--- src/adc_ctrl_pkg.sv ---
package adc_ctrl_pkg;
  localparam int RES_W = 10;
  localparam logic [11:0] ADDR_CTRL0 = 12'h000;
  localparam logic [11:0] ADDR_CTRL1 = 12'h004;
  localparam logic [11:0] ADDR_RES_HI = 12'h008;
  localparam logic [11:0] ADDR_RES_LO = 12'h00C;
  localparam logic [11:0] ADDR_TRIG = 12'h010;
  localparam logic [11:0] ADDR_FLAG = 12'h014;
  localparam logic [11:0] ADDR_IRQ = 12'h018;
  localparam logic [11:0] ADDR_STAT = 12'h01C;
  // control 0 fields
  localparam int C0_ON = 0;
  localparam int C0_GO = 1;
  localparam int C0_CHS = 2;
  // control 1 fields
  localparam int C1_PREF = 0;
  localparam int C1_NREF = 2;
  localparam int C1_CS = 4;
  localparam int C1_FM = 7;
  // irq control fields
  localparam int IRQ_IE = 0;
  localparam int IRQ_PERIPHERAL_IRQ_ENABLE = 1;
  localparam int IRQ_GIE = 2;
  localparam logic [1:0] CS_RC = 2'h3;
  // bit-period divisor index: 000=/2 001=/8 010=/32 100=/4 101=/16 110=/64
  localparam int SAMPLE_HALVES = 3;
  localparam int BIT_HALVES = 2;
  localparam logic [1:0] RESP_OKAY = 2'h0;
  localparam logic [1:0] RESP_SLVERR = 2'h2;
  typedef enum logic [2:0] {ST_IDLE, ST_DELAY, ST_SAMPLE, ST_CONV} conv_state_t;
endpackage : adc_ctrl_pkg

--- src/clk_div.sv ---
`timescale 1ns/1ps
`default_nettype none
// makes one tick per half bit period from the system or rc clock enable
module clk_div
  import adc_ctrl_pkg::*;
(
  input wire logic aclk,
  input wire logic aresetn,
  input wire logic run,
  input wire logic [2:0] sel,
  input wire logic rc_tick,
  output logic half_tick
);
  logic [5:0] cnt_r;
  logic [5:0] cnt_nxt;
  logic [5:0] lim;
  logic half_nxt;
  always_comb
  begin
    case (sel)
      3'h0: lim = 6'h00;
      3'h4: lim = 6'h01;
      3'h1: lim = 6'h03;
      3'h5: lim = 6'h07;
      3'h2: lim = 6'h0F;
      3'h6: lim = 6'h1F;
      default: lim = 6'h00;
    endcase
    cnt_nxt = cnt_r;
    half_nxt = 1'b0;
    if (!run)
      cnt_nxt = 6'h00;
    else if (sel[1:0] == CS_RC)
      half_nxt = rc_tick;
    else if (cnt_r >= lim)
    begin
      cnt_nxt = 6'h00;
      half_nxt = 1'b1;
    end
    else
      cnt_nxt = cnt_r + 6'h01;
  end
  always_ff @(posedge aclk)
  begin
    if (!aresetn)
    begin
      cnt_r <= 6'h00;
      half_tick <= 1'b0;
    end
    else
    begin
      cnt_r <= cnt_nxt;
      half_tick <= half_nxt;
    end
  end
endmodule : clk_div
`default_nettype wire

--- src/sar_step.sv ---
`timescale 1ns/1ps
`default_nettype none
// successive approximation register, msb first
module sar_step
  import adc_ctrl_pkg::*;
#(
  parameter int W = RES_W
)
(
  input wire logic aclk,
  input wire logic aresetn,
  input wire logic start,
  input wire logic step,
  input wire logic comp_hi,
  output logic [W-1:0] trial,
  output logic [W-1:0] pos,
  output logic [W-1:0] partial
);
  logic [W-1:0] trial_nxt;
  logic [W-1:0] pos_nxt;
  logic [W-1:0] part_c;
  logic last_bit;
  always_comb
  begin
    trial_nxt = trial;
    pos_nxt = pos;
    last_bit = 1'b0;
    part_c = '0;
    if (start)
    begin
      trial_nxt = '0;
      trial_nxt[W-1] = 1'b1;
      pos_nxt = '0;
      pos_nxt[W-1] = 1'b1;
    end
    else if (step && pos != '0)
    begin
      trial_nxt = comp_hi ? trial : (trial & ~pos);
      trial_nxt = trial_nxt | (pos >> 1);
      pos_nxt = pos >> 1;
    end
    // unresolved bits copy the last resolved bit
    for (int i = W - 1; i >= 0; i--)
    begin
      if (pos[i])
        part_c[i] = last_bit;
      else if (pos > (W'(1) << i))
        part_c[i] = last_bit;
      else
      begin
        part_c[i] = trial[i];
        last_bit = trial[i];
      end
    end
  end
  always_ff @(posedge aclk)
  begin
    if (!aresetn)
    begin
      trial <= '0;
      pos <= '0;
      partial <= '0;
    end
    else
    begin
      trial <= trial_nxt;
      pos <= pos_nxt;
      partial <= part_c;
    end
  end
endmodule : sar_step
`default_nettype wire

--- src/sar_adc_ctrl.sv ---
`timescale 1ns/1ps
`default_nettype none
module sar_adc_ctrl
  import adc_ctrl_pkg::*;
#(
  parameter int TRIG_N = 16,
  parameter int INSTR_CYCLES = 4
)
(
  input wire logic aclk,
  input wire logic aresetn,
  input wire logic [11:0] s_axi_awaddr,
  input wire logic s_axi_awvalid,
  output logic s_axi_awready,
  input wire logic [31:0] s_axi_wdata,
  input wire logic [3:0] s_axi_wstrb,
  input wire logic s_axi_wvalid,
  output logic s_axi_wready,
  output logic [1:0] s_axi_bresp,
  output logic s_axi_bvalid,
  input wire logic s_axi_bready,
  input wire logic [11:0] s_axi_araddr,
  input wire logic s_axi_arvalid,
  output logic s_axi_arready,
  output logic [31:0] s_axi_rdata,
  output logic [1:0] s_axi_rresp,
  output logic s_axi_rvalid,
  input wire logic s_axi_rready,
  input wire logic sleep_active,
  input wire logic rc_tick,
  input wire logic comp_hi,
  input wire logic [TRIG_N-1:0] trig_in,
  output logic [5:0] channel_select,
  output logic [1:0] pos_ref_select,
  output logic neg_ref_select,
  output logic [9:0] dac_trial,
  output logic sample_hold,
  output logic analog_on,
  output logic conv_done_flag,
  output logic wake_req,
  output logic vector_req
);
  import adc_ctrl_pkg::*;
  logic [7:0] ctrl0_r, ctrl0_nxt, ctrl1_r, ctrl1_nxt, res_hi_r, res_hi_nxt, res_lo_r, res_lo_nxt;
  logic [3:0] trig_sel_r, trig_sel_nxt;
  logic [2:0] irq_r, irq_nxt;
  logic flag_nxt, off_r, off_nxt, trig_q_r, trig_q_nxt;
  conv_state_t st_r, st_nxt;
  logic [3:0] cnt_r, cnt_nxt;
  logic [7:0] dly_r, dly_nxt;
  logic aw_hold_r, aw_hold_nxt, w_hold_r, w_hold_nxt;
  logic [11:0] awaddr_r, awaddr_nxt;
  logic [31:0] wdata_r, wdata_nxt, rdata_nxt;
  logic [3:0] wstrb_r, wstrb_nxt;
  logic [1:0] bresp_nxt, rresp_nxt;
  logic bvalid_nxt, rvalid_nxt;
  logic half_tick, sar_start, sar_step_en, finish, abort;
  logic [9:0] trial, pos, partial, result;
  logic do_wr, go_set, go_clr_sw, flag_clr, trig_now;
  logic [7:0] w0, w1;
  logic [5:0] chs_nxt;
  logic [1:0] pref_nxt;
  logic nref_nxt, sample_nxt, on_nxt, wake_nxt, vec_nxt;

  clk_div u_div (
    .aclk(aclk), .aresetn(aresetn), .run(st_r == ST_SAMPLE || st_r == ST_CONV),
    .sel(ctrl1_r[C1_CS +: 3]), .rc_tick(rc_tick), .half_tick(half_tick)
  );
  sar_step #(.W(RES_W)) u_sar (
    .aclk(aclk), .aresetn(aresetn), .start(sar_start), .step(sar_step_en),
    .comp_hi(comp_hi), .trial(trial), .pos(pos), .partial(partial)
  );

  always_comb
  begin
    // bus write path: address and data taken in either order
    aw_hold_nxt = aw_hold_r | (s_axi_awvalid & s_axi_awready);
    w_hold_nxt = w_hold_r | (s_axi_wvalid & s_axi_wready);
    awaddr_nxt = (s_axi_awvalid & s_axi_awready) ? s_axi_awaddr : awaddr_r;
    wdata_nxt = (s_axi_wvalid & s_axi_wready) ? s_axi_wdata : wdata_r;
    wstrb_nxt = (s_axi_wvalid & s_axi_wready) ? s_axi_wstrb : wstrb_r;
    do_wr = aw_hold_r & w_hold_r & ~s_axi_bvalid;
    bvalid_nxt = s_axi_bvalid & ~s_axi_bready;
    bresp_nxt = s_axi_bresp;
    if (do_wr)
    begin
      aw_hold_nxt = 1'b0;
      w_hold_nxt = 1'b0;
      bvalid_nxt = 1'b1;
      bresp_nxt = (awaddr_r[11:2] <= ADDR_STAT[11:2]) ? RESP_OKAY : RESP_SLVERR;
    end
    w0 = wdata_r[7:0];
    w1 = wstrb_r[0] ? w0 : 8'h00;
    go_set = 1'b0;
    go_clr_sw = 1'b0;
    flag_clr = 1'b0;
    ctrl0_nxt = ctrl0_r;
    ctrl1_nxt = ctrl1_r;
    trig_sel_nxt = trig_sel_r;
    irq_nxt = irq_r;
    if (do_wr && wstrb_r[0])
    begin
      case (awaddr_r)
        ADDR_CTRL0:
        begin
          ctrl0_nxt[7:2] = w0[7:2];
          ctrl0_nxt[C0_ON] = w0[C0_ON];
          go_set = w0[C0_GO] & ctrl0_r[C0_ON];
          go_clr_sw = ~w0[C0_GO] & ctrl0_r[C0_GO];
        end
        ADDR_CTRL1: ctrl1_nxt = w1;
        ADDR_TRIG: trig_sel_nxt = w0[3:0];
        ADDR_FLAG: flag_clr = ~w0[0];
        ADDR_IRQ: irq_nxt = w0[2:0];
        default: ;
      endcase
    end
    // rising edge of chosen trigger
    trig_now = trig_in[trig_sel_r] & ~trig_q_r;
    trig_q_nxt = trig_in[trig_sel_r];
    if (trig_now && ctrl0_r[C0_ON])
      go_set = 1'b1;

    st_nxt = st_r;
    cnt_nxt = cnt_r;
    dly_nxt = dly_r;
    sar_start = 1'b0;
    sar_step_en = 1'b0;
    finish = 1'b0;
    abort = 1'b0;
    off_nxt = off_r;
    if (!sleep_active)
      off_nxt = 1'b0;
    case (st_r)
      ST_IDLE:
        if (go_set && !off_r)
        begin
          ctrl0_nxt[C0_GO] = 1'b1;
          dly_nxt = 8'(INSTR_CYCLES);
          st_nxt = (ctrl1_r[C1_CS +: 2] == CS_RC) ? ST_DELAY : ST_SAMPLE;
          sar_start = 1'b1;
          cnt_nxt = 4'h0;
        end
      ST_DELAY:
        if (dly_r <= 8'h01)
          st_nxt = ST_SAMPLE;
        else
          dly_nxt = dly_r - 8'h01;
      ST_SAMPLE:
        if (half_tick)
        begin
          // 1.5 bit periods of sampling then ten decisions give 11.5
          if (cnt_r == 4'(SAMPLE_HALVES - 1))
          begin
            st_nxt = ST_CONV;
            cnt_nxt = 4'h0;
          end
          else
            cnt_nxt = cnt_r + 4'h1;
        end
      ST_CONV:
        if (half_tick)
        begin
          cnt_nxt = cnt_r + 4'h1;
          if (cnt_r[0])
          begin
            sar_step_en = 1'b1;
            if (pos[0])
              finish = 1'b1;
          end
        end
      default: st_nxt = ST_IDLE;
    endcase
    if (st_r != ST_IDLE)
    begin
      if (go_clr_sw || !ctrl0_nxt[C0_ON])
        abort = 1'b1;
      else if (sleep_active && ctrl1_r[C1_CS +: 2] != CS_RC)
      begin
        abort = 1'b1;
        off_nxt = 1'b1;
      end
    end
    result = finish ? (comp_hi ? trial : (trial & ~pos)) : partial;
    res_hi_nxt = res_hi_r;
    res_lo_nxt = res_lo_r;
    flag_nxt = conv_done_flag & ~flag_clr;
    if (finish || abort)
    begin
      st_nxt = ST_IDLE;
      ctrl0_nxt[C0_GO] = 1'b0;
      if (ctrl1_r[C1_FM])
      begin
        res_hi_nxt = {6'h00, result[9:8]};
        res_lo_nxt = result[7:0];
      end
      else
      begin
        res_hi_nxt = result[9:2];
        res_lo_nxt = {result[1:0], 6'h00};
      end
    end
    if (finish)
    begin
      flag_nxt = 1'b1;
      if (sleep_active && !irq_r[IRQ_IE])
        off_nxt = 1'b1;
    end
    chs_nxt = ctrl0_r[C0_CHS +: 6];
    pref_nxt = ctrl1_r[C1_PREF +: 2];
    nref_nxt = ctrl1_r[C1_NREF];
    sample_nxt = (st_nxt == ST_SAMPLE) || (st_nxt == ST_DELAY);
    on_nxt = ctrl0_nxt[C0_ON] & ~off_nxt;
    wake_nxt = sleep_active & flag_nxt & irq_r[IRQ_IE] & irq_r[IRQ_PERIPHERAL_IRQ_ENABLE];
    vec_nxt = flag_nxt & irq_r[IRQ_IE] & irq_r[IRQ_PERIPHERAL_IRQ_ENABLE] & irq_r[IRQ_GIE];

    rvalid_nxt = s_axi_rvalid & ~s_axi_rready;
    rdata_nxt = s_axi_rdata;
    rresp_nxt = s_axi_rresp;
    if (s_axi_arvalid && s_axi_arready)
    begin
      rvalid_nxt = 1'b1;
      rresp_nxt = RESP_OKAY;
      case (s_axi_araddr)
        ADDR_CTRL0: rdata_nxt = {24'h000000, ctrl0_r};
        ADDR_CTRL1: rdata_nxt = {24'h000000, ctrl1_r};
        ADDR_RES_HI: rdata_nxt = {24'h000000, res_hi_r};
        ADDR_RES_LO: rdata_nxt = {24'h000000, res_lo_r};
        ADDR_TRIG: rdata_nxt = {28'h0000000, trig_sel_r};
        ADDR_FLAG: rdata_nxt = {31'h00000000, conv_done_flag};
        ADDR_IRQ: rdata_nxt = {29'h00000000, irq_r};
        ADDR_STAT: rdata_nxt = {30'h00000000, off_r, ctrl0_r[C0_GO]};
        default:
        begin
          rdata_nxt = 32'h00000000;
          rresp_nxt = RESP_SLVERR;
        end
      endcase
    end
  end

  always_ff @(posedge aclk)
  begin
    if (!aresetn)
    begin
      ctrl0_r <= 8'h00;
      ctrl1_r <= 8'h00;
      res_hi_r <= 8'h00;
      res_lo_r <= 8'h00;
      trig_sel_r <= 4'h0;
      irq_r <= 3'h0;
      conv_done_flag <= 1'b0;
      off_r <= 1'b0;
      trig_q_r <= 1'b0;
      st_r <= ST_IDLE;
      cnt_r <= 4'h0;
      dly_r <= 8'h00;
      aw_hold_r <= 1'b0;
      w_hold_r <= 1'b0;
      awaddr_r <= 12'h000;
      wdata_r <= 32'h00000000;
      wstrb_r <= 4'h0;
      s_axi_awready <= 1'b0;
      s_axi_wready <= 1'b0;
      s_axi_arready <= 1'b0;
      s_axi_bvalid <= 1'b0;
      s_axi_bresp <= RESP_OKAY;
      s_axi_rvalid <= 1'b0;
      s_axi_rresp <= RESP_OKAY;
      s_axi_rdata <= 32'h00000000;
      channel_select <= 6'h00;
      pos_ref_select <= 2'h0;
      neg_ref_select <= 1'b0;
      dac_trial <= 10'h000;
      sample_hold <= 1'b0;
      analog_on <= 1'b0;
      wake_req <= 1'b0;
      vector_req <= 1'b0;
    end
    else
    begin
      ctrl0_r <= ctrl0_nxt;
      ctrl1_r <= ctrl1_nxt;
      res_hi_r <= res_hi_nxt;
      res_lo_r <= res_lo_nxt;
      trig_sel_r <= trig_sel_nxt;
      irq_r <= irq_nxt;
      conv_done_flag <= flag_nxt;
      off_r <= off_nxt;
      trig_q_r <= trig_q_nxt;
      st_r <= st_nxt;
      cnt_r <= cnt_nxt;
      dly_r <= dly_nxt;
      aw_hold_r <= aw_hold_nxt;
      w_hold_r <= w_hold_nxt;
      awaddr_r <= awaddr_nxt;
      wdata_r <= wdata_nxt;
      wstrb_r <= wstrb_nxt;
      s_axi_awready <= ~aw_hold_nxt & ~bvalid_nxt & ~(s_axi_awvalid & s_axi_awready);
      s_axi_wready <= ~w_hold_nxt & ~bvalid_nxt & ~(s_axi_wvalid & s_axi_wready);
      s_axi_arready <= ~rvalid_nxt & ~(s_axi_arvalid & s_axi_arready);
      s_axi_bvalid <= bvalid_nxt;
      s_axi_bresp <= bresp_nxt;
      s_axi_rvalid <= rvalid_nxt;
      s_axi_rresp <= rresp_nxt;
      s_axi_rdata <= rdata_nxt;
      channel_select <= chs_nxt;
      pos_ref_select <= pref_nxt;
      neg_ref_select <= nref_nxt;
      dac_trial <= trial;
      sample_hold <= sample_nxt;
      analog_on <= on_nxt;
      wake_req <= wake_nxt;
      vector_req <= vec_nxt;
    end
  end
endmodule : sar_adc_ctrl
`default_nettype wire

--- config.mk ---
export PLATFORM = sky130hd
export DESIGN_NAME = sar_adc_ctrl
export DESIGN_NICKNAME = d
export VERILOG_FILES = /design/src/adc_ctrl_pkg.sv /design/src/clk_div.sv /design/src/sar_step.sv /design/src/sar_adc_ctrl.sv
export SDC_FILE = /design/constraint.sdc
export NUM_CORES = 1
export LEC_CHECK = 0
export BUFFER_PORTS_ARGS = -buffer_cell sky130_fd_sc_hd__buf_2
export CAP_MARGIN = 25
export CORE_MARGIN = 5
export CORE_UTILIZATION = 40
export CTS_BUF_LIST = sky130_fd_sc_hd__clkbuf_4 sky130_fd_sc_hd__clkbuf_8
export CTS_CLUSTER_SIZE = 8
export DETAILED_ROUTE_END_ITERATION = 7
export SETUP_SLACK_MARGIN = 0.15
export SYNTH_ARGS = -nofsm -noshare
export SYNTH_HDL_FRONTEND = slang
export SYNTH_SLANG_ARGS = --single-unit
export TNS_END_PERCENT = 100
--- constraint.sdc ---
create_clock -name aclk -period 2.2 [get_ports aclk]
set_clock_uncertainty 0.1 [all_clocks]
set_input_delay 0.22 -clock aclk [delete_from_list [all_inputs] [get_ports aclk]]
set_output_delay 0.22 -clock aclk [all_outputs]
set_load 0.1 [all_outputs]
# After elaboration in Yosys (flattened, before gate mapping)
# Index checks and enable logic that the tools add are counted.
# classes
add_sub_neg	3
n_mul	0
div	0
n_lt_le_gt_ge	14
n_eq_ne	28
n_shift	0
mux	85
n_bitwise	44
reduce_logical	33
# op_table
cell	count
== test 12 x 5 -> 1 bit (second input constant)	7
one-hot mux 8 bit (8 select lines)	1
2-to-1 mux 10 bit	6
2-to-1 mux 1 bit	55
2-to-1 mux 8 bit	5
one-hot mux 5 bit (5 select lines)	1
== test 12 x 3 -> 1 bit (second input constant)	2
== test 12 x 4 -> 1 bit (second input constant)	2
logical NOT 12 bit	2
bitwise AND 1 bit	23
2-to-1 mux 4 bit	4
inverter 1 bit	16
one-hot mux 8 bit (2 select lines)	1
2-to-1 mux 3 bit	5
== test 3 x 2 -> 1 bit (second input constant)	4
one-hot mux 3 bit (4 select lines)	1
one-hot mux 4 bit (3 select lines)	1
AND reduction 2 bit	6
bitwise AND 10 bit	1
> comparator 10 x 1 -> 1 bit (second input constant)	1
> comparator 10 bit (second input constant)	1
> comparator 10 x 2 -> 1 bit (second input constant)	1
> comparator 10 x 3 -> 1 bit (second input constant)	1
> comparator 10 x 4 -> 1 bit (second input constant)	1
35 further kinds	59
# totals
register_bits	181
latch_bits	0
mem_bits_rw	0
mem_bits_ro	0
input_bits	86
out_inout_bits	65
wordCells	249
n_memories	0

# Logic depth before layout (Yosys ltp)
# depth
ltp_word	21
mapped_depth	9
depth_no_buf	9

# By module
# A second synthesis with hierarchy kept.
# hier_totals
hier_cells	821
hier_area_um2	7257.0
# by_module_without_submodules
mod	n_inst	cells_each	area_per_inst_um2	seq_area_each_um2
sar_adc_ctrl	1	631	5521.5	2362.3
sar_step	1	135	1197.4	600.6
clk_div	1	55	538.0	140.1

# Worst setup path before layout
# Ideal clock, no wire load.
# synth_timing
path_type	reg-to-reg
from	register s_axi_bvalid
to	register res_hi_r[6]
setup_time_ns	0.070
arrival_ns	2.413
required_ns	2.030
setup_slack_ns	-0.383
stages_incl_launch_ff	9
n_path_buf	2
synth_period_minus_slack_ns	2.583
cell_sequence	dfxtp_1 > nand3b_1 > nor3_1 > o2111ai_2 > a221oi_4 > buf_6 > buf_4 > o21ai_0 > a21boi_1
# synth_between
elab_chain_cells	9
elab_cells_between_ends	10
cone_classes	mux (4); bitwise (2); reduce/logical (4)
# synth_rtl
item	line_no	text
from (decl)	sar_adc_ctrl.sv:20	output logic s_axi_bvalid,
from (signal assigned)	sar_adc_ctrl.sv:302	s_axi_bvalid <= bvalid_nxt;
inverter 1 bit (*)	sar_adc_ctrl.sv:82	do_wr = aw_hold_r & w_hold_r & ~s_axi_bvalid;
bitwise AND 1 bit (*)	sar_adc_ctrl.sv:82	
logical AND 1 bit (*)	sar_adc_ctrl.sv:101	if (do_wr && wstrb_r[0])
2-to-1 mux 1 bit	sar_adc_ctrl.sv:101	
logical NOT 1 bit	sar_adc_ctrl.sv:176	if (go_clr_sw || !ctrl0_nxt[C0_ON])
logical OR 1 bit (*)	sar_adc_ctrl.sv:176	
2-to-1 mux 1 bit (*)	sar_adc_ctrl.sv:176	
2-to-1 mux 1 bit (*)	sar_adc_ctrl.sv:174	if (st_r != ST_IDLE)
logical OR 1 bit (*)	sar_adc_ctrl.sv:188	if (finish || abort)
to (signal assigned)	sar_adc_ctrl.sv:284	res_hi_r <= res_hi_nxt;
to (decl)	sar_adc_ctrl.sv:44	logic [7:0] ctrl0_r, ctrl0_nxt, ctrl1_r, ctrl1_nxt, res_hi_r, res_hi_nxt, res_lo_r, res_lo_nxt;
# Every way passes the cells marked *; elsewhere a longest branch is shown, timed or not.
# A chain may end at the register's enable or synchronous reset.

# Worst setup path in the final report
# layout_timing
from	register awaddr_r[11]
to	register res_hi_r[5]
# layout_between
elab_chain_cells	8
elab_cells_between_ends	10
cone_classes	mux (6); reduce/logical (4)
# layout_rtl
item	line_no	text
from (decl)	sar_adc_ctrl.sv:52	logic [11:0] awaddr_r, awaddr_nxt;
from (signal assigned)	sar_adc_ctrl.sv:296	awaddr_r <= awaddr_nxt;
logical NOT 12 bit (*)	sar_adc_ctrl.sv:103	case (awaddr_r)
2-to-1 mux 1 bit	sar_adc_ctrl.sv:103	
2-to-1 mux 1 bit	sar_adc_ctrl.sv:101	
logical NOT 1 bit	sar_adc_ctrl.sv:176	
logical OR 1 bit (*)	sar_adc_ctrl.sv:176	
2-to-1 mux 1 bit (*)	sar_adc_ctrl.sv:176	
2-to-1 mux 1 bit (*)	sar_adc_ctrl.sv:174	
logical OR 1 bit (*)	sar_adc_ctrl.sv:188	
# Marked as above.

==> metrics <==
status=finished, violations left; failing checks=negative setup slack; share of layout cells above drive strength 1=28.2%; hold wc startpoint=sleep_active; final hold slack=0.0583 ns; final worst path period share=108%; worst vdd ir=0.387 mV; fill count=1694; synthesized area=0.00722 mm²; clk buf depth=2; crit start category=flip-flop; number of synthesized flops with an enable pin=0; RSZ-0062 raised after global routing=yes; area grow syn2layout=28.2%; Post-Syn Area per Cell=9.08 µm²; top-area cell type share of the netlist area=43.0%; largest stage delay on the critical path=0.58 ns; via/cell ratio=4.98; CP max FO=21; CTS Root Cell=clkbuf_8; global-route wire length before repair=28600 µm; synth warn=0; detailed placer's ending HPWL=12900 µm; Reg2Reg Depth=7; die area=0.0208 mm²; Reg-to-Reg End=res_hi_r[5]$_SDFFE_PN0P_; Worst slew margin=57.7%; post-synthesis sequential area ratio=43.0%; Worst Hold Endpoint=wake_req$_SDFF_PN0_; Remaining DRCs=0; site row count=49; area of the multi-input gates=0.00404 mm²; Clk Latency, worst-skew pair=0.46 ns; vias=5990; Place WS=-0.219 ns; Post-synth ARST share=0%; H-tree depth=4; Slowest-stage cell, CP=or4_4; Max-Cap Viols=0; Final Total Pwr=5.90 mW; Least-Margin Pin Slew=0.634 ns; total wire length=17800 µm; Worst Slack Setup Final=-0.186 ns; setup violators final=49; routed len/inst=14.8 µm; r2r setup slk=-0.19 ns; Yosys cell types=69; crit-path leading delay family=simple AND/OR/NAND/NOR gates; synth top area cells=dfxtp_1 (43%), mux2i_1 (6.1%), nand2_1 (5.3%), a21boi_0 (4.3%), buf_4 (3.1%); WP data arrival=2.68 ns; Worst Setup Path Type=reg2reg; max-slew violations=0; chip height=144 µm; worst reg2reg path startpoint=awaddr_r[11]$_SDFFE_PN0P_; Port Buf Inserts=97; register area=0.00311 mm²; crit-path cells=or4_4 > nor4_4 > a31o_4 > a221oi_4 > buf_12 > or4_4 > a21boi_1; total grt overflow=0; Top FF cell, synth=dfxtp_1; Crit. End Element=flip-flop; Final Core Density=51.9%; DRT iter0 DRCs=245; initial antenna violation count=0; LEAKAGE=3.69 nW; area leader, netlist=dfxtp_1; Overall Global Routing Usage=17.2%; drt first pass iters=4; HP Class=in2reg; Worst path most repeated cell=or4_4; RD Place Congestion=0.835; NumNets Final=1057; largest net degree at the start of global routing=52; Starting Density=40.5%; min cycle time layout=2.39 ns; DRT antenna net count=0; cells after synthesis=795; Die W=144 µm; Num CTS Buffers=17; flops & latches, synth=155; WP data required=2.50 ns; Fin. Hold Viols=0; antenna cells=0; vias in the first global route=5719; clock transition at the registers of the reported paths=0.08 ns; Core Area=0.0178 mm²; Worst Path Buf+Inv=1; I/O Pins=151; FMAX=419 MHz; Pwr Density=637 mW/mm²; WHS Path Cells=2; # clock sinks=155; CTS tree=built
-- repair_timing --
action	4_1_cts	5_1_grt
buffers inserted	3	4
hold buffers	24	0
hold endpoints to repair	25	0
pin swaps	15	23
endpoints found under the setup margin	71	87
gates resized for setup	15	51
-- cells in the final DEF (no fill, tap or decap), types with 20 or more instances in the layout --
| cell | count |
|---|---|
| a21boi_0 | 34 |
| a21oi_1 | 29 |
| and2_1 | 32 |
| buf_2 | 97 |
| buf_4 | 57 |
| clkbuf_8 | 22 |
| conb_1 | 27 |
| dfxtp_1 | 150 |
| dlygate4sd3_1 | 24 |
| inv_1 | 20 |
| mux2i_1 | 44 |
| nand2_1 | 97 |
| nor2_1 | 33 |
| nor2b_1 | 31 |
| o21ai_0 | 28 |
-- per-layer routing --
layer | vias to the layer above | routed length (µm) | track usage (%)
li1 | 3062 | - | -
met1 | 2774 | 8350 | 23.0
met2 | 136 | 8130 | 27.6
met3 | 18 | 1120 | 4.40
met4 | 0 | 242 | 5.01
met5 | - | 0 | 0
-- kinds of logic after synthesis --
logic type / Yosys count / synth area share, %
compound gates: 172 / 16.4
xor+xnor: 11 / 1.33
fa+ha+maj: 10 / 1.73
buf+inv: 86 / 6.21
flops: 155 / 43.0
mux: 55 / 9.07
other cells: 1 / 0.0520
simple gates: 305 / 22.2
-- report_power, final --
group          internal [mW]  total [mW]  switching [mW]
registers               2.83        2.86          0.0282
logic                  0.152       0.568           0.415
clock network           1.40        2.47            1.06
-- flip-flops by register name, summed over array words and instances (netlist names), 6 cells and up --
name            cells
u_sar.pos          10
dac_trial          10
wdata_r             8
ctrl1_r             8
res_lo_r            8
s_axi_rdata         8
channel_select      6
awaddr_r           12
res_hi_r            8
u_sar.partial      10
u_sar.trial        10
dly_r               8
u_div.cnt_r         6
ctrl0_r             8
-- worst max-delay path by stage --
stage,slack [ns],start,to,cells after the start
floorplan,-0.04,s_axi_bvalid$_SDFF_PN0_,sample_hold$_SDFF_PN0_,6
global placement,-0.15,awaddr_r[11]$_SDFFE_PN0P_,res_hi_r[2]$_SDFFE_PN0P_,7
global route,-0.29,awaddr_r[11]$_SDFFE_PN0P_,st_r[0]$_SDFF_PN0_,7
CTS,-0.18,awaddr_r[11]$_SDFFE_PN0P_,res_hi_r[2]$_SDFFE_PN0P_,7
detailed placement,-0.22,awaddr_r[11]$_SDFFE_PN0P_,st_r[0]$_SDFF_PN0_,7
finish,-0.19,awaddr_r[11]$_SDFFE_PN0P_,res_hi_r[5]$_SDFFE_PN0P_,7
-- final cells by class --
cell class,instances,share of cell area [%]
inverter,20,0.811
clock buffer,23,3.35
timing repair buffer,187,13.8
multi-input combinational,580,43.7
sequential,155,33.6
clock inverter,9,1.70
tap,229,3.10
-- metrics by stage --
stage,instances,TNS [ns],area (µm²)
final,1203,-5.28,9250
after global routing,1203,-11.34,9250
after CTS,1199,-6.61,9030
after detailed placement,1140,-6.76,8240
after global placement,1140,-5.15,8240
after floorplan,821,-0.649,7390
-- cells in the mapped netlist, types with 9 or more instances --
cell      instances
or4_1             9
dfxtp_1         155
clkbuf_1         28
mux2i_1          44
a21boi_1         14
a21boi_0         41
nor2b_1          33
nor3_1           16
o21ai_1           9
ha_1             10
nand3_1          16
nand2b_1         11
o21ai_0          32
and2_1           33
a21oi_1          31
buf_4            30
nor2_1           36
inv_1            20
nand2_1         101
(Power assumes the default switching activity.)
